File: src/cpu_regs_defines.svh
`ifndef CPU_REGS_DEFINES_SVH
`define CPU_REGS_DEFINES_SVH

// Flag byte bit positions.
`define FLAG_IMASK_BIT     7
`define FLAG_SPARE_BIT     6
`define FLAG_HALF_BIT      5
`define FLAG_NEG_BIT       3
`define FLAG_ZERO_BIT      2
`define FLAG_OVF_BIT       1
`define FLAG_CARRY_BIT     0

// Half-carry tap positions per operand size.
`define HALF_TAP_BYTE      3
`define HALF_TAP_WORD      11
`define HALF_TAP_LONG      27

// Register counts and widths.
`define GPR_COUNT          8
`define STACK_GPR_INDEX    3'h7
`define FETCH_PTR_WIDTH    24
`define ADDR_SPACE_MASK    24'h00FFFF

// Execution state counts.
`define STATES_ADDSUB      2
`define STATES_MUL_8X8     14
`define STATES_MUL_16X16   22
`define STATES_DIV_16_8    14
`define STATES_DIV_32_16   22

`endif

File: src/cpu_regs_pkg.sv
package cpu_regs_pkg;

   // Width of a general register access.
   typedef enum logic [1:0] {
      SZ_BYTE = 2'b00,
      SZ_WORD = 2'b01,
      SZ_LONG = 2'b10
   } size_type;

   // Flag byte operation selected by the core.
   typedef enum logic [2:0] {
      FOP_NONE  = 3'b000,
      FOP_LOAD  = 3'b001,
      FOP_AND   = 3'b010,
      FOP_OR    = 3'b011,
      FOP_XOR   = 3'b100,
      FOP_ARITH = 3'b101
   } flag_op_type;

   // Arithmetic operation whose flags are captured.
   typedef enum logic [2:0] {
      AOP_ADD  = 3'b000,
      AOP_ADDX = 3'b001,
      AOP_SUB  = 3'b010,
      AOP_SUBX = 3'b011,
      AOP_CMP  = 3'b100,
      AOP_NEG  = 3'b101
   } arith_op_type;

   // Multi-state operation kinds for the busy timer.
   typedef enum logic [2:0] {
      XOP_NONE   = 3'b000,
      XOP_ADDSUB = 3'b001,
      XOP_MUL8   = 3'b010,
      XOP_MUL16  = 3'b011,
      XOP_DIV16  = 3'b100,
      XOP_DIV32  = 3'b101
   } exec_op_type;

   // One general register access, for read or write.
   typedef struct packed {
      logic [2:0] index;
      logic       hi_half;
      logic       hi_byte;
      size_type   size;
   } gpr_sel_type;

   // Condition inputs for conditional branches.
   typedef struct packed {
      logic neg;
      logic zero;
      logic ovf;
      logic carry;
   } branch_cond_type;

endpackage

File: src/gpr_bank.sv
`timescale 1ns/10ps
`include "cpu_regs_defines.svh"

// Eight wide general registers with byte-lane write enables.
module gpr_bank (
   input  wire logic        sys_clk,    // Core clock.
   input  wire logic [2:0]  wr_index,   // Register written.
   input  wire logic [3:0]  wr_lanes,   // Byte lanes written.
   input  wire logic [31:0] wr_data,    // Aligned write data.
   input  wire logic [2:0]  rd_index,   // Register read.
   output logic      [31:0] rd_data,    // Registered read data.
   output logic      [31:0] stack_word  // Live stack register value.
);
   // Each byte lane owns its storage, so no two processes write one array.
   genvar g;
   generate
      for (g = 0; g < 4; g++) begin : lane
         logic [7:0] mem_r [`GPR_COUNT];

         // Only enabled lanes change, so narrow views leave the rest intact.
         always_ff @(posedge sys_clk) begin
            if (wr_lanes[g]) begin
               mem_r[wr_index] <= wr_data[8*g +: 8];
            end
         end

         // Read port is registered; a same-cycle write returns the old value.
         always_ff @(posedge sys_clk) begin
            rd_data[8*g +: 8] <= mem_r[rd_index];
         end

         assign stack_word[8*g +: 8] = mem_r[`STACK_GPR_INDEX];
      end
   endgenerate
endmodule

File: src/cpu_register_file_ccr.sv
`timescale 1ns/10ps
`include "cpu_regs_defines.svh"

// Function
// - Eight identical 32-bit general registers, address or data use.
// - Each wide register splits into independent extended and base 16-bit halves.
// - Each base half splits into separately addressable high and low bytes.
// - Access width is chosen per access, independent of other registers.
// - Register seven doubles as stack pointer for exceptions and calls.
// - 24-bit fetch pointer; bit zero reads as zero on fetch.
// - Reset exception loads the fetch pointer from the reset vector.
// - Reset sets the interrupt mask bit; other flag bits stay uninitialised.
// - Mask bit set blocks maskable interrupts; unmaskable always accepted.
// - Every exception sequence start sets the interrupt mask bit.
// - Flag bit six is a spare bit with no hardware effect.
// - Flag byte loadable, storable, and AND/OR/XOR modifiable; may stay unchanged.
// - Negative, zero, overflow and carry feed conditional branches.
// - Byte arithmetic sets half-carry from carry or borrow out of bit 3.
// - Word arithmetic sets half-carry from carry or borrow out of bit 11.
// - Long arithmetic sets half-carry from carry or borrow out of bit 27.
// - Normal mode only; addresses limited to 64 kilobytes.
// - Register add and subtract take 2 states at all sizes.
// - An 8-by-8 multiply takes 14 states.
// - A 16-by-16 multiply takes 22 states.
// - A 16-by-8 divide takes 14 states.
// - A 32-by-16 divide takes 22 states.
// - Negative flag takes the result's most significant bit.
// - Zero flag cleared on a nonzero result; a zero result sets it, or leaves it unchanged for extend ops.
// - Overflow flag set on arithmetic overflow, cleared otherwise.
// - Carry flag records carry and borrow of add, subtract, compare and negate.
module cpu_register_file_ccr (
   input  wire logic                          sys_clk,       // Core clock, 20 MHz.
   input  wire logic                          srst,          // Synchronous reset, high.
   input  wire cpu_regs_pkg::gpr_sel_type     gpr_wr_sel,    // Write register and view.
   input  wire logic                          gpr_wr_en,     // Write strobe.
   input  wire logic [31:0]                   gpr_wr_data,   // Write data, low aligned.
   input  wire cpu_regs_pkg::gpr_sel_type     gpr_rd_sel,    // Read register and view.
   output logic      [31:0]                   gpr_rd_data,   // Read data, low aligned.
   input  wire logic                          sp_wr_en,      // Implicit stack write.
   input  wire logic [31:0]                   sp_wr_data,    // New stack pointer.
   output logic      [31:0]                   stack_top_ptr, // Stack pointer value.
   input  wire logic                          vector_load,   // Reset vector fetched.
   input  wire logic [23:0]                   vector_data,   // Start address.
   input  wire logic                          fetch_ptr_wr,  // Branch or jump load.
   input  wire logic [23:0]                   fetch_ptr_in,  // New fetch address.
   input  wire logic                          fetch_adv,     // Advance one word.
   output logic      [23:0]                   fetch_ptr,     // Fetch pointer register.
   output logic      [23:0]                   fetch_addr,    // Fetch address, bit 0 low.
   input  wire cpu_regs_pkg::flag_op_type     flag_op,       // Flag byte operation.
   input  wire logic [7:0]                    flag_operand,  // Load or logic operand.
   input  wire cpu_regs_pkg::arith_op_type    arith_op,      // Arithmetic kind.
   input  wire cpu_regs_pkg::size_type        arith_size,    // Operand size.
   input  wire logic [31:0]                   arith_a,       // Destination operand.
   input  wire logic [31:0]                   arith_b,       // Source operand.
   input  wire logic                          exc_start,     // Exception sequence begins.
   input  wire logic                          irq_req,       // Maskable interrupt request.
   input  wire logic                          unmask_req,    // Unmaskable interrupt request.
   output logic                               irq_accept,    // Interrupt accepted.
   output logic      [7:0]                    flag_byte,     // Flag byte, for store.
   output cpu_regs_pkg::branch_cond_type      branch_cond,   // Branch conditions.
   input  wire cpu_regs_pkg::exec_op_type     exec_op,       // Start multi-state op.
   output logic                               exec_busy,     // Operation in progress.
   output logic                               exec_done      // Final state pulse.
);
   import cpu_regs_pkg::*;

   logic [3:0]  wr_lanes;
   logic [31:0] wr_aligned;
   logic [2:0]  bank_wr_index;
   logic [3:0]  bank_lanes;
   logic [31:0] bank_wr_data;
   logic [31:0] bank_rd_word;
   logic [31:0] stack_word;
   gpr_sel_type rd_sel_r;

   // Map the selected view onto byte lanes of the wide register.
   always_comb begin
      wr_lanes   = 4'h0;
      wr_aligned = 32'h0;
      unique case (gpr_wr_sel.size)
         SZ_LONG: begin
            wr_lanes   = 4'hF;
            wr_aligned = gpr_wr_data;
         end
         SZ_WORD: begin
            wr_lanes   = gpr_wr_sel.hi_half ? 4'hC : 4'h3;
            wr_aligned = {gpr_wr_data[15:0], gpr_wr_data[15:0]};
         end
         SZ_BYTE: begin
            wr_lanes   = gpr_wr_sel.hi_byte ? 4'h2 : 4'h1;
            wr_aligned = {4{gpr_wr_data[7:0]}};
         end
         default: begin
            wr_lanes   = 4'h0;
            wr_aligned = 32'h0;
         end
      endcase
   end

   // Implicit stack writes win over a normal write in the same cycle.
   always_comb begin
      if (sp_wr_en) begin
         bank_wr_index = `STACK_GPR_INDEX;
         bank_lanes    = 4'hF;
         bank_wr_data  = sp_wr_data;
      end else begin
         bank_wr_index = gpr_wr_sel.index;
         bank_lanes    = gpr_wr_en ? wr_lanes : 4'h0;
         bank_wr_data  = wr_aligned;
      end
   end

   gpr_bank gpr_bank_i (
      .sys_clk    (sys_clk),
      .wr_index   (bank_wr_index),
      .wr_lanes   (bank_lanes),
      .wr_data    (bank_wr_data),
      .rd_index   (gpr_rd_sel.index),
      .rd_data    (bank_rd_word),
      .stack_word (stack_word)
   );

   // The view select is delayed to line up with the registered read word.
   always_ff @(posedge sys_clk) begin
      if (srst) begin
         rd_sel_r <= '0;
      end else begin
         rd_sel_r <= gpr_rd_sel;
      end
   end

   // Narrow reads come back zero-extended in the low bits.
   always_comb begin
      unique case (rd_sel_r.size)
         SZ_WORD: gpr_rd_data = {16'h0000, rd_sel_r.hi_half ? bank_rd_word[31:16]
                                                            : bank_rd_word[15:0]};
         SZ_BYTE: gpr_rd_data = {24'h000000, rd_sel_r.hi_byte ? bank_rd_word[15:8]
                                                              : bank_rd_word[7:0]};
         default: gpr_rd_data = bank_rd_word;
      endcase
   end

   assign stack_top_ptr = stack_word;

   // Fetch pointer: vector load has priority, then jumps, then advance.
   always_ff @(posedge sys_clk) begin
      if (srst) begin
         fetch_ptr <= 24'h000000;
      end else if (vector_load) begin
         fetch_ptr <= vector_data & `ADDR_SPACE_MASK;
      end else if (fetch_ptr_wr) begin
         fetch_ptr <= fetch_ptr_in & `ADDR_SPACE_MASK;
      end else if (fetch_adv) begin
         fetch_ptr <= (fetch_ptr + 24'h000002) & `ADDR_SPACE_MASK;
      end
   end

   // Instructions are one word long, so the odd address bit is ignored.
   assign fetch_addr = {fetch_ptr[23:1], 1'b0};

   // Arithmetic flag results; the half-carry tap moves with operand size.
   logic [32:0] sum_full;
   logic [31:0] rhs;
   logic        cin;
   logic        is_sub;
   logic [31:0] res;
   logic        msb_a;
   logic        msb_b;
   logic        msb_r;
   logic        c_out;
   logic        h_out;
   logic        z_out;
   logic        v_out;
   logic [31:0] lo_a;
   logic [31:0] lo_b;
   logic [31:0] lo_sum;
   logic [31:0] size_mask;
   logic [4:0]  h_tap;
   logic [4:0]  top_bit;

   always_comb begin
      is_sub = (arith_op == AOP_SUB) || (arith_op == AOP_SUBX) ||
               (arith_op == AOP_CMP) || (arith_op == AOP_NEG);
      cin    = ((arith_op == AOP_ADDX) || (arith_op == AOP_SUBX)) ?
               flag_byte[`FLAG_CARRY_BIT] : 1'b0;
      unique case (arith_size)
         SZ_BYTE: begin
            size_mask = 32'h000000FF;
            h_tap     = 5'(`HALF_TAP_BYTE);
            top_bit   = 5'h07;
         end
         SZ_WORD: begin
            size_mask = 32'h0000FFFF;
            h_tap     = 5'(`HALF_TAP_WORD);
            top_bit   = 5'h0F;
         end
         default: begin
            size_mask = 32'hFFFFFFFF;
            h_tap     = 5'(`HALF_TAP_LONG);
            top_bit   = 5'h1F;
         end
      endcase
      // Negate is zero minus the operand in the destination position.
      lo_a = (arith_op == AOP_NEG) ? 32'h0 : (arith_a & size_mask);
      lo_b = ((arith_op == AOP_NEG) ? arith_a : arith_b) & size_mask;
      rhs  = is_sub ? (~lo_b & size_mask) : lo_b;
      sum_full = {1'b0, lo_a} + {1'b0, rhs} + {32'h0, is_sub ^ cin};
      res      = sum_full[31:0] & size_mask;
      // Carry out of a bit is the sum bit above it xor the operand bits there.
      lo_sum = lo_a ^ rhs ^ sum_full[31:0];
      h_out  = lo_sum[h_tap + 5'h01] ^ is_sub;
      c_out  = (top_bit == 5'h1F) ? sum_full[32] : lo_sum[top_bit + 5'h01];
      c_out  = c_out ^ is_sub;
      msb_a  = lo_a[top_bit];
      msb_b  = rhs[top_bit];
      msb_r  = res[top_bit];
      v_out  = (msb_a == msb_b) && (msb_r != msb_a);
      // Extend operations keep zero only if it was already set.
      z_out  = (res == 32'h0) && (((arith_op != AOP_ADDX) && (arith_op != AOP_SUBX)) ||
               flag_byte[`FLAG_ZERO_BIT]);
   end

   // Flag byte: mask bit reset to one; the rest keep their power-on value.
   always_ff @(posedge sys_clk) begin
      if (srst) begin
         flag_byte[`FLAG_IMASK_BIT] <= 1'b1;
      end else if (exc_start) begin
         flag_byte[`FLAG_IMASK_BIT] <= 1'b1;
      end else begin
         unique case (flag_op)
            FOP_LOAD: flag_byte[`FLAG_IMASK_BIT] <= flag_operand[`FLAG_IMASK_BIT];
            FOP_AND:  flag_byte[`FLAG_IMASK_BIT] <= flag_byte[`FLAG_IMASK_BIT] &
                                                    flag_operand[`FLAG_IMASK_BIT];
            FOP_OR:   flag_byte[`FLAG_IMASK_BIT] <= flag_byte[`FLAG_IMASK_BIT] |
                                                    flag_operand[`FLAG_IMASK_BIT];
            FOP_XOR:  flag_byte[`FLAG_IMASK_BIT] <= flag_byte[`FLAG_IMASK_BIT] ^
                                                    flag_operand[`FLAG_IMASK_BIT];
            default:  flag_byte[`FLAG_IMASK_BIT] <= flag_byte[`FLAG_IMASK_BIT];
         endcase
      end
   end

   // Lower seven bits are not reset, so software must load them before use.
   always_ff @(posedge sys_clk) begin
      unique case (flag_op)
         FOP_LOAD: flag_byte[6:0] <= flag_operand[6:0];
         FOP_AND:  flag_byte[6:0] <= flag_byte[6:0] & flag_operand[6:0];
         FOP_OR:   flag_byte[6:0] <= flag_byte[6:0] | flag_operand[6:0];
         FOP_XOR:  flag_byte[6:0] <= flag_byte[6:0] ^ flag_operand[6:0];
         FOP_ARITH: begin
            flag_byte[`FLAG_HALF_BIT]  <= h_out;
            flag_byte[`FLAG_NEG_BIT]   <= msb_r;
            flag_byte[`FLAG_ZERO_BIT]  <= z_out;
            flag_byte[`FLAG_OVF_BIT]   <= v_out;
            flag_byte[`FLAG_CARRY_BIT] <= c_out;
         end
         default:  flag_byte[6:0] <= flag_byte[6:0];
      endcase
   end

   assign branch_cond = '{neg:   flag_byte[`FLAG_NEG_BIT],
                          zero:  flag_byte[`FLAG_ZERO_BIT],
                          ovf:   flag_byte[`FLAG_OVF_BIT],
                          carry: flag_byte[`FLAG_CARRY_BIT]};

   // Unmaskable requests ignore the mask bit entirely.
   assign irq_accept = unmask_req | (irq_req & ~flag_byte[`FLAG_IMASK_BIT]);

   // Multi-state operation timer: counts down the documented state count.
   logic [4:0] exec_cnt_r;
   logic [4:0] exec_len;

   always_comb begin
      unique case (exec_op)
         XOP_ADDSUB: exec_len = 5'(`STATES_ADDSUB);
         XOP_MUL8:   exec_len = 5'(`STATES_MUL_8X8);
         XOP_MUL16:  exec_len = 5'(`STATES_MUL_16X16);
         XOP_DIV16:  exec_len = 5'(`STATES_DIV_16_8);
         XOP_DIV32:  exec_len = 5'(`STATES_DIV_32_16);
         default:    exec_len = 5'h00;
      endcase
   end

   // A new start is ignored while busy so a running count is never cut short.
   always_ff @(posedge sys_clk) begin
      if (srst) begin
         exec_cnt_r <= 5'h00;
      end else if (exec_cnt_r != 5'h00) begin
         exec_cnt_r <= exec_cnt_r - 5'h01;
      end else if (exec_len != 5'h00) begin
         exec_cnt_r <= exec_len - 5'h01;
      end
   end

   assign exec_busy = (exec_cnt_r != 5'h00) || (exec_len != 5'h00);
   assign exec_done = (exec_cnt_r == 5'h01);
endmodule

File: config.mk
export PLATFORM = sky130hd
export DESIGN_NAME = cpu_register_file_ccr
export DESIGN_NICKNAME = d
export VERILOG_FILES = /design/src/cpu_regs_pkg.sv /design/src/gpr_bank.sv /design/src/cpu_register_file_ccr.sv
export VERILOG_INCLUDE_DIRS = /design/src
export SDC_FILE = /design/constraint.sdc
export NUM_CORES = 1
export LEC_CHECK = 0
export ABC_AREA = 1
export BUFFER_PORTS_ARGS = -buffer_cell sky130_fd_sc_hd__buf_4
export CAP_MARGIN = 40
export CELL_PAD_IN_SITES_DETAIL_PLACEMENT = 0
export CELL_PAD_IN_SITES_GLOBAL_PLACEMENT = 1
export CORE_MARGIN = 3
export CORE_UTILIZATION = 42
export DETAILED_ROUTE_END_ITERATION = 10
export PLACE_DENSITY_LB_ADDON = 0.1
export SYNTH_ARGS = -nofsm -noshare
export SYNTH_HDL_FRONTEND = slang
export SYNTH_SLANG_ARGS = --single-unit
export TNS_END_PERCENT = 1
File: constraint.sdc
create_clock -name sys_clk -period 3.4 [get_ports sys_clk]
set_input_delay 0.17 -clock sys_clk [delete_from_list [all_inputs] [get_ports sys_clk]]
set_output_delay 0.17 -clock sys_clk [all_outputs]
set_load 0.03 [all_outputs]
# After elaboration in Yosys (flattened, before gate mapping)
# Memory sizes are Yosys's and may differ from the RTL's. A register that Yosys moved wholly into a read port is not among the register bits.
# Cells that the tools add are included.
# op_classes
eq_ne	25
reduce_logical	22
magnitude_cmp	3
n_mux	48
bitwise	19
n_addsub	7
# op_table
cell	n
$and A32 B32 Y32	4
$mux W32	4
$pmux W32 S2	2
$pmux W32 S3	1
$mux W16	4
$xor A32 B32 Y32	2
$add A32 B32 Y33	1
$add A33 B1 Y33	1
$logic_not A32 Y1	1
$not A32 Y32	1
$bmux W1 S5	5
$pmux W4 S5	1
$pmux W5 S2	2
$eq A3 B2 Y1 const B	6
$eq A3 B3 Y1 const B	6
$lt A5 B6 Y1 const B	3
$add A16 B2 Y16 const B	1
$mux W1	15
$pmux W5 S3	1
$reduce_bool A5 Y1	3
$mux W4	3
$pmux W1 S4	3
$pmux W4 S3	1
$add A5 B1 Y5 const B	2
29 further kinds	51
# totals
output_inout_bits	127
n_memories	4
in_bits	219
register_bits	33
ramBits	256
word_cells	136
# mem_list
memory	depth	width	read_ports	rd_clocked_by_memory_dff	wr	line_no	rtl
gpr_bank_i.lane[0].mem_r	8	8	2	1	1	gpr_bank.sv:18	logic [7:0] mem_r [`GPR_COUNT];
gpr_bank_i.lane[1].mem_r	8	8	2	1	1	gpr_bank.sv:18	
gpr_bank_i.lane[2].mem_r	8	8	2	1	1	gpr_bank.sv:18	
gpr_bank_i.lane[3].mem_r	8	8	2	1	1	gpr_bank.sv:18	

# Depth between registers and ports, before layout
# depth
ltp_word	14
ltp_mapped	28
mapped_depth_nobuf	26

# Modules after synthesis
# Synthesis repeated with hierarchy kept, for this count alone.
# hier_totals
cells_unflattened	2638
hier_area_um2	19647.6
# modules_own_cells
module	area_per_inst_um2	seq_area_each_um2	n_inst	cells_per_inst
gpr_bank	11995.3	8328.0	1	1186
cpu_register_file_ccr	7652.3	730.7	1	1452

# Worst setup path before layout
# Ideal clock, no wire load.
# synth_timing
kind	input-to-reg
startpoint	input port arith_op[2]
endpoint	register flag_byte[2], in the netlist branch_cond[2] (data pin)
n_path_buf	2
setup_slack_ns	0.270
t_arrival_ns	2.990
path_stages	24
path_cell_list	inv_1 nor2_1 nand2_1 buf_4 clkbuf_1 nand2_1 nand2_1 xor2_1 fa_1 inv_1 fa_1 inv_1 nand3_1 nand3_2 nand2_1 nand2_2 or2_2 nand3_1 nand2_1 nor2_1 nand2_1 nor2_2 nand3_2 a21oi_2
# synth_via
elab_chain_cells	12
word_cells_on_any_way	27
cone_classes	add/sub (2); eq/ne (7); mux (5); bitwise (5); reduce/logical (8)
# synth_lines
item	line_no	rtl
start: declaration	cpu_register_file_ccr.sv:51	input wire cpu_regs_pkg::arith_op_type arith_op,
$eq A3 B3 Y1	cpu_register_file_ccr.sv:183, cpu_register_file_ccr.sv:204, cpu_register_file_ccr.sv:205	
$mux W32	cpu_register_file_ccr.sv:205	lo_b = ((arith_op == AOP_NEG) ? arith_a : arith_b) & size_mask;
$and A32 B32 Y32	cpu_register_file_ccr.sv:205	
$not A32 Y32	cpu_register_file_ccr.sv:206	rhs = is_sub ? (~lo_b & size_mask) : lo_b;
$and A32 B32 Y32	cpu_register_file_ccr.sv:206	
$mux W32	cpu_register_file_ccr.sv:206	
$add A32 B32 Y33	cpu_register_file_ccr.sv:207	sum_full = {1'b0, lo_a} + {1'b0, rhs} + {32'h0, is_sub ^ cin};
$add A33 B1 Y33	cpu_register_file_ccr.sv:207	
$and A32 B32 Y32	cpu_register_file_ccr.sv:208	res = sum_full[31:0] & size_mask;
$logic_not A32 Y1	cpu_register_file_ccr.sv:219	z_out = (res == 32'h0) && (((arith_op != AOP_ADDX) && (arith_op != AOP_SUBX)) ||
$logic_and A1 B1 Y1 *	cpu_register_file_ccr.sv:219	
$pmux W4 S5 *	cpu_register_file_ccr.sv:245	unique case (flag_op)
end signal: assignment	cpu_register_file_ccr.sv:246	FOP_LOAD: flag_byte[6:0] <= flag_operand[6:0];
end signal: assignment	cpu_register_file_ccr.sv:247	FOP_AND: flag_byte[6:0] <= flag_byte[6:0] & flag_operand[6:0];
end signal: assignment	cpu_register_file_ccr.sv:248	FOP_OR: flag_byte[6:0] <= flag_byte[6:0] | flag_operand[6:0];
end: declaration	cpu_register_file_ccr.sv:59	output logic [7:0] flag_byte,
# Every way passes the cells marked *; elsewhere a longest branch is shown, timed or not.
# A chain may end at the register's enable or synchronous reset.

# Worst setup path in the final report
# layout_timing
startpoint	register flag_byte[0], in the netlist branch_cond[0]
endpoint	register flag_byte[2], in the netlist branch_cond[2] (data pin)
# layout_via
elab_chain_cells	7
# layout_lines
item	line_no	rtl
$mux W1	cpu_register_file_ccr.sv:184	cin = ((arith_op == AOP_ADDX) || (arith_op == AOP_SUBX)) ?
$xor A1 B1 Y1	cpu_register_file_ccr.sv:207	
$add A33 B1 Y33	cpu_register_file_ccr.sv:207	
$and A32 B32 Y32	cpu_register_file_ccr.sv:208	
$logic_not A32 Y1	cpu_register_file_ccr.sv:219	
$logic_and A1 B1 Y1	cpu_register_file_ccr.sv:219	
$pmux W4 S5	cpu_register_file_ccr.sv:245	
# Every way passes these cells.

==> impl_metrics.toml <==
[clock_network]
cts_tree = "built"
hold_buffers = 33
cts_max_path_buffers = 3
post_cts_resize_count = 0
cts_setup_buffers = 0
clk_pin_slew_ns = 0.06
root_buffer = "clkbuf_16"
worstSkewPairLatency_ns = 0.54
numCtsBuffers = 35
clock-sinks = 321
cts-htree-levels = 2

[drt]
vias_per_cell = 5.08
drc = 0
wl_um = 55400
wire_per_inst_um = 17.6
firstDrtPassIters = 7
antenna_left = 0
drt_iter0_drc = 1128
dr_total_vias = 16000

[layout]
antenna_cells = 0
most-common-layout-cells = "nand2_1, buf_4, nor2_1"
nets = 2823
area_growth_syn_to_layout_pct = 24.1
layout_commonest_cell = "nand2_1"
drive_gt1_share_pct = 18.4
fin_area_um2 = 22700

[timing]
drv_slew = 0
worstMarginPinSlew_ns = 0.940
fin_worst_skew_ns = 0.0234
finalCritPeriodShare_pct = 88.8
finalHoldViolCount = 0
relSlewSlack_pct = 36.7
fin_setup_tns_ns = 0
min_period_ns = 3.02
grt_setup_unrepaired = "no"
max_clock_freq_mhz = 331
setup_viol = 0

[worst_hold_path]
hold_end = "fetch_ptr[4]"
min_path_cells = 5
hold_class = "input port to flip-flop"
min_from = "fetch_ptr_in[4]"

[die]
io_pins = 346
dieArea_um2 = 46000
die_w_um = 215
row_count = 75
core_um2 = 42400
start_util_pct = 43.1
die_h_um = 215

[placed_design]
gp_congestion = 0.937
io_buffers = 312
place_area_um2 = 21200
detailed_place_hpwl_um = 40400

[global_route]
grt.busiest_layer = "met2"
use_met2_pct = 39.0
grt_usage_pct = 23.3
met3_usage_pct = 3.91
antenna_found_initial = 0
grt_pass1_vias = 15400
grt_overflow = 0
grt_pass1_wl_um = 86100
grt_max_degree = 97
grtUsageMet1_pct = 31.6

[run]
cap_violations = 0

[run_status]
outcome = "complete, no violations"

[logic_synthesis]
syn-cell-area_um2 = 18300
synth_flop_cell = "edfxtp_1"
synth-seq-cells = 321
synth_top_area_share_pct = 43.2
synthCells = 2232
synth_edf_count = 263
ys_seq_area_share_pct = 49.6
yosysWarnings = 0
synth.distinct_cells = 50
yosysTopAreaCell = "edfxtp_1"
postSynthAreaPerCell_um2 = 8.18
synth_async_sr_flop_share_pct = 0
post_synth_main_area_contributors = "edfxtp_1, nand2_1, nor2_1"

[worst_setup_path]
r2r_slack_ns = 0.38
worst_setup_path_start_kind = "flip-flop"
r2r_start = "branch_cond[0]"
ff2ff_path_depth = 19
cp_data_required_time_ns = 3.79
end_kind = "flip-flop"
timing.rr.end = "branch_cond[2]"
path_class = "flip-flop to flip-flop"
path_max_fanout = 5
crit_arrival_ns = 3.41
crit_start = "branch_cond[0]"

[power]
p_per_area_nw_per_um2 = 483
vdd_drop_max_uv = 342
power_leakage_nw = 10.1
-- sequential cells by signal (all words and copies together), names as in the netlist --
register	cells
branch_cond	4
exec_cnt_r	5
fetch_ptr	16
flag_byte	4
gpr_bank_i.lane.mem_r	256
gpr_bank_i.rd_data	32
rd_sel_r	4
-- cells by family after synthesis --
group	after synthesis	synth area share, %
other	1	0.0205
adders and majority gates	54	3.78
muxes	9	0.493
and+or+nand+nor	979	22.1
AOI/OAI and AO/OA	424	13.0
buffers and inverters	407	9.18
xor gates and xnor gates	37	1.82
DFF	321	49.6
-- per-stage QoR --
| stage | instances | utilization, % | hold WS, ns | power (mW) | setup slack, ns |
|---|---|---|---|---|---|
| 3_3_place_gp | 3053 | 50.0 | 0.382 | 7.27 | 0.0338 |
| 5_1_grt | 3154 | 53.4 | 0.0208 | 11.5 | 0.0603 |
| 4_1_cts | 3152 | 53.4 | 0.00362 | 11.0 | 0.343 |
| 2_1_floorplan | 2248 | - | 0.239 | 6.34 | 0.270 |
| 6_report | 3154 | 53.4 | 0.0246 | 10.9 | 0.382 |
| 3_5_place_dp | 3055 | 50.0 | 0.385 | 7.30 | 0.00704 |
-- cells in the mapped netlist, types with 2 or more instances --
master and n:
buf_1 10, o21ai_0 227, a221oi_1 2, xor2_1 27, o221ai_1 13, nand2_2 13, inv_2 10, xnor2_1 9
nor2_1 345, o21ai_1 3, edfxtp_1 263, clkinv_1 7, a31oi_1 50, ha_1 52, o21bai_1 3, a21oi_1 65
o22ai_1 34, nand3_2 8, nand4_1 18, nor2_2 14, o311ai_0 7, and2_1 4, nor3_1 16, or2_1 5
inv_1 259, or2_2 3, o2111ai_1 2, dfxtp_1 58, a22oi_1 2, o211ai_1 9, nand2_1 466, a211oi_1 3
buf_4 37, nand3_1 76, mux2i_1 9, nand3b_1 5, fa_1 2, clkbuf_1 76, nor3_2 2, buf_2 8
-- area by class of cell --
cell class	count	area, um2
Timing Repair Buffer	396	3130
Multi-Input combinational cell	1520	7600
Fill cell	4072	19700
Clock inverter	15	111
Tap cell	577	722
Clock buffer	49	1010
Sequential cell	321	9060
Inverter	276	1040
-- how the worst max path moves through the flow --
stage                                 to
after global routing      branch_cond[2]
after floorplan           branch_cond[2]
after detailed placement  branch_cond[1]
after global placement    branch_cond[1]
after CTS                 branch_cond[2]
final                     branch_cond[2]
-- metal layers --
metal	vias to the layer above	share of wire, %
met5	-	0
met2	527	47
met1	7409	45
li1	8018	-
met4	0	2.2
met3	71	6.0
-- critical path, stage by stage (launching register included) --
cell      delay [ns]
edfxtp_1        0.45
nand3_1         0.12
nand2_1         0.07
o21ai_0         0.10
fa_1            0.39
inv_1           0.08
fa_1            0.20
inv_1           0.09
nand3_1         0.08
nand3_2         0.13
nand2_1         0.10
nand2_2         0.11
or2_2           0.29
nand3_1         0.07
nand2_1         0.06
nor2_1          0.11
nand2_1         0.07
nor2_2          0.15
nand3_2         0.10
a21oi_2         0.11
-- report_power, final --
| part | switching, mW | internal, mW |
|---|---|---|
| logic | 1.64 | 0.954 |
| clock network | 1.53 | 2.16 |
| registers | 0.155 | 4.51 |
Note: power is estimated with default switching activity, not from simulation.
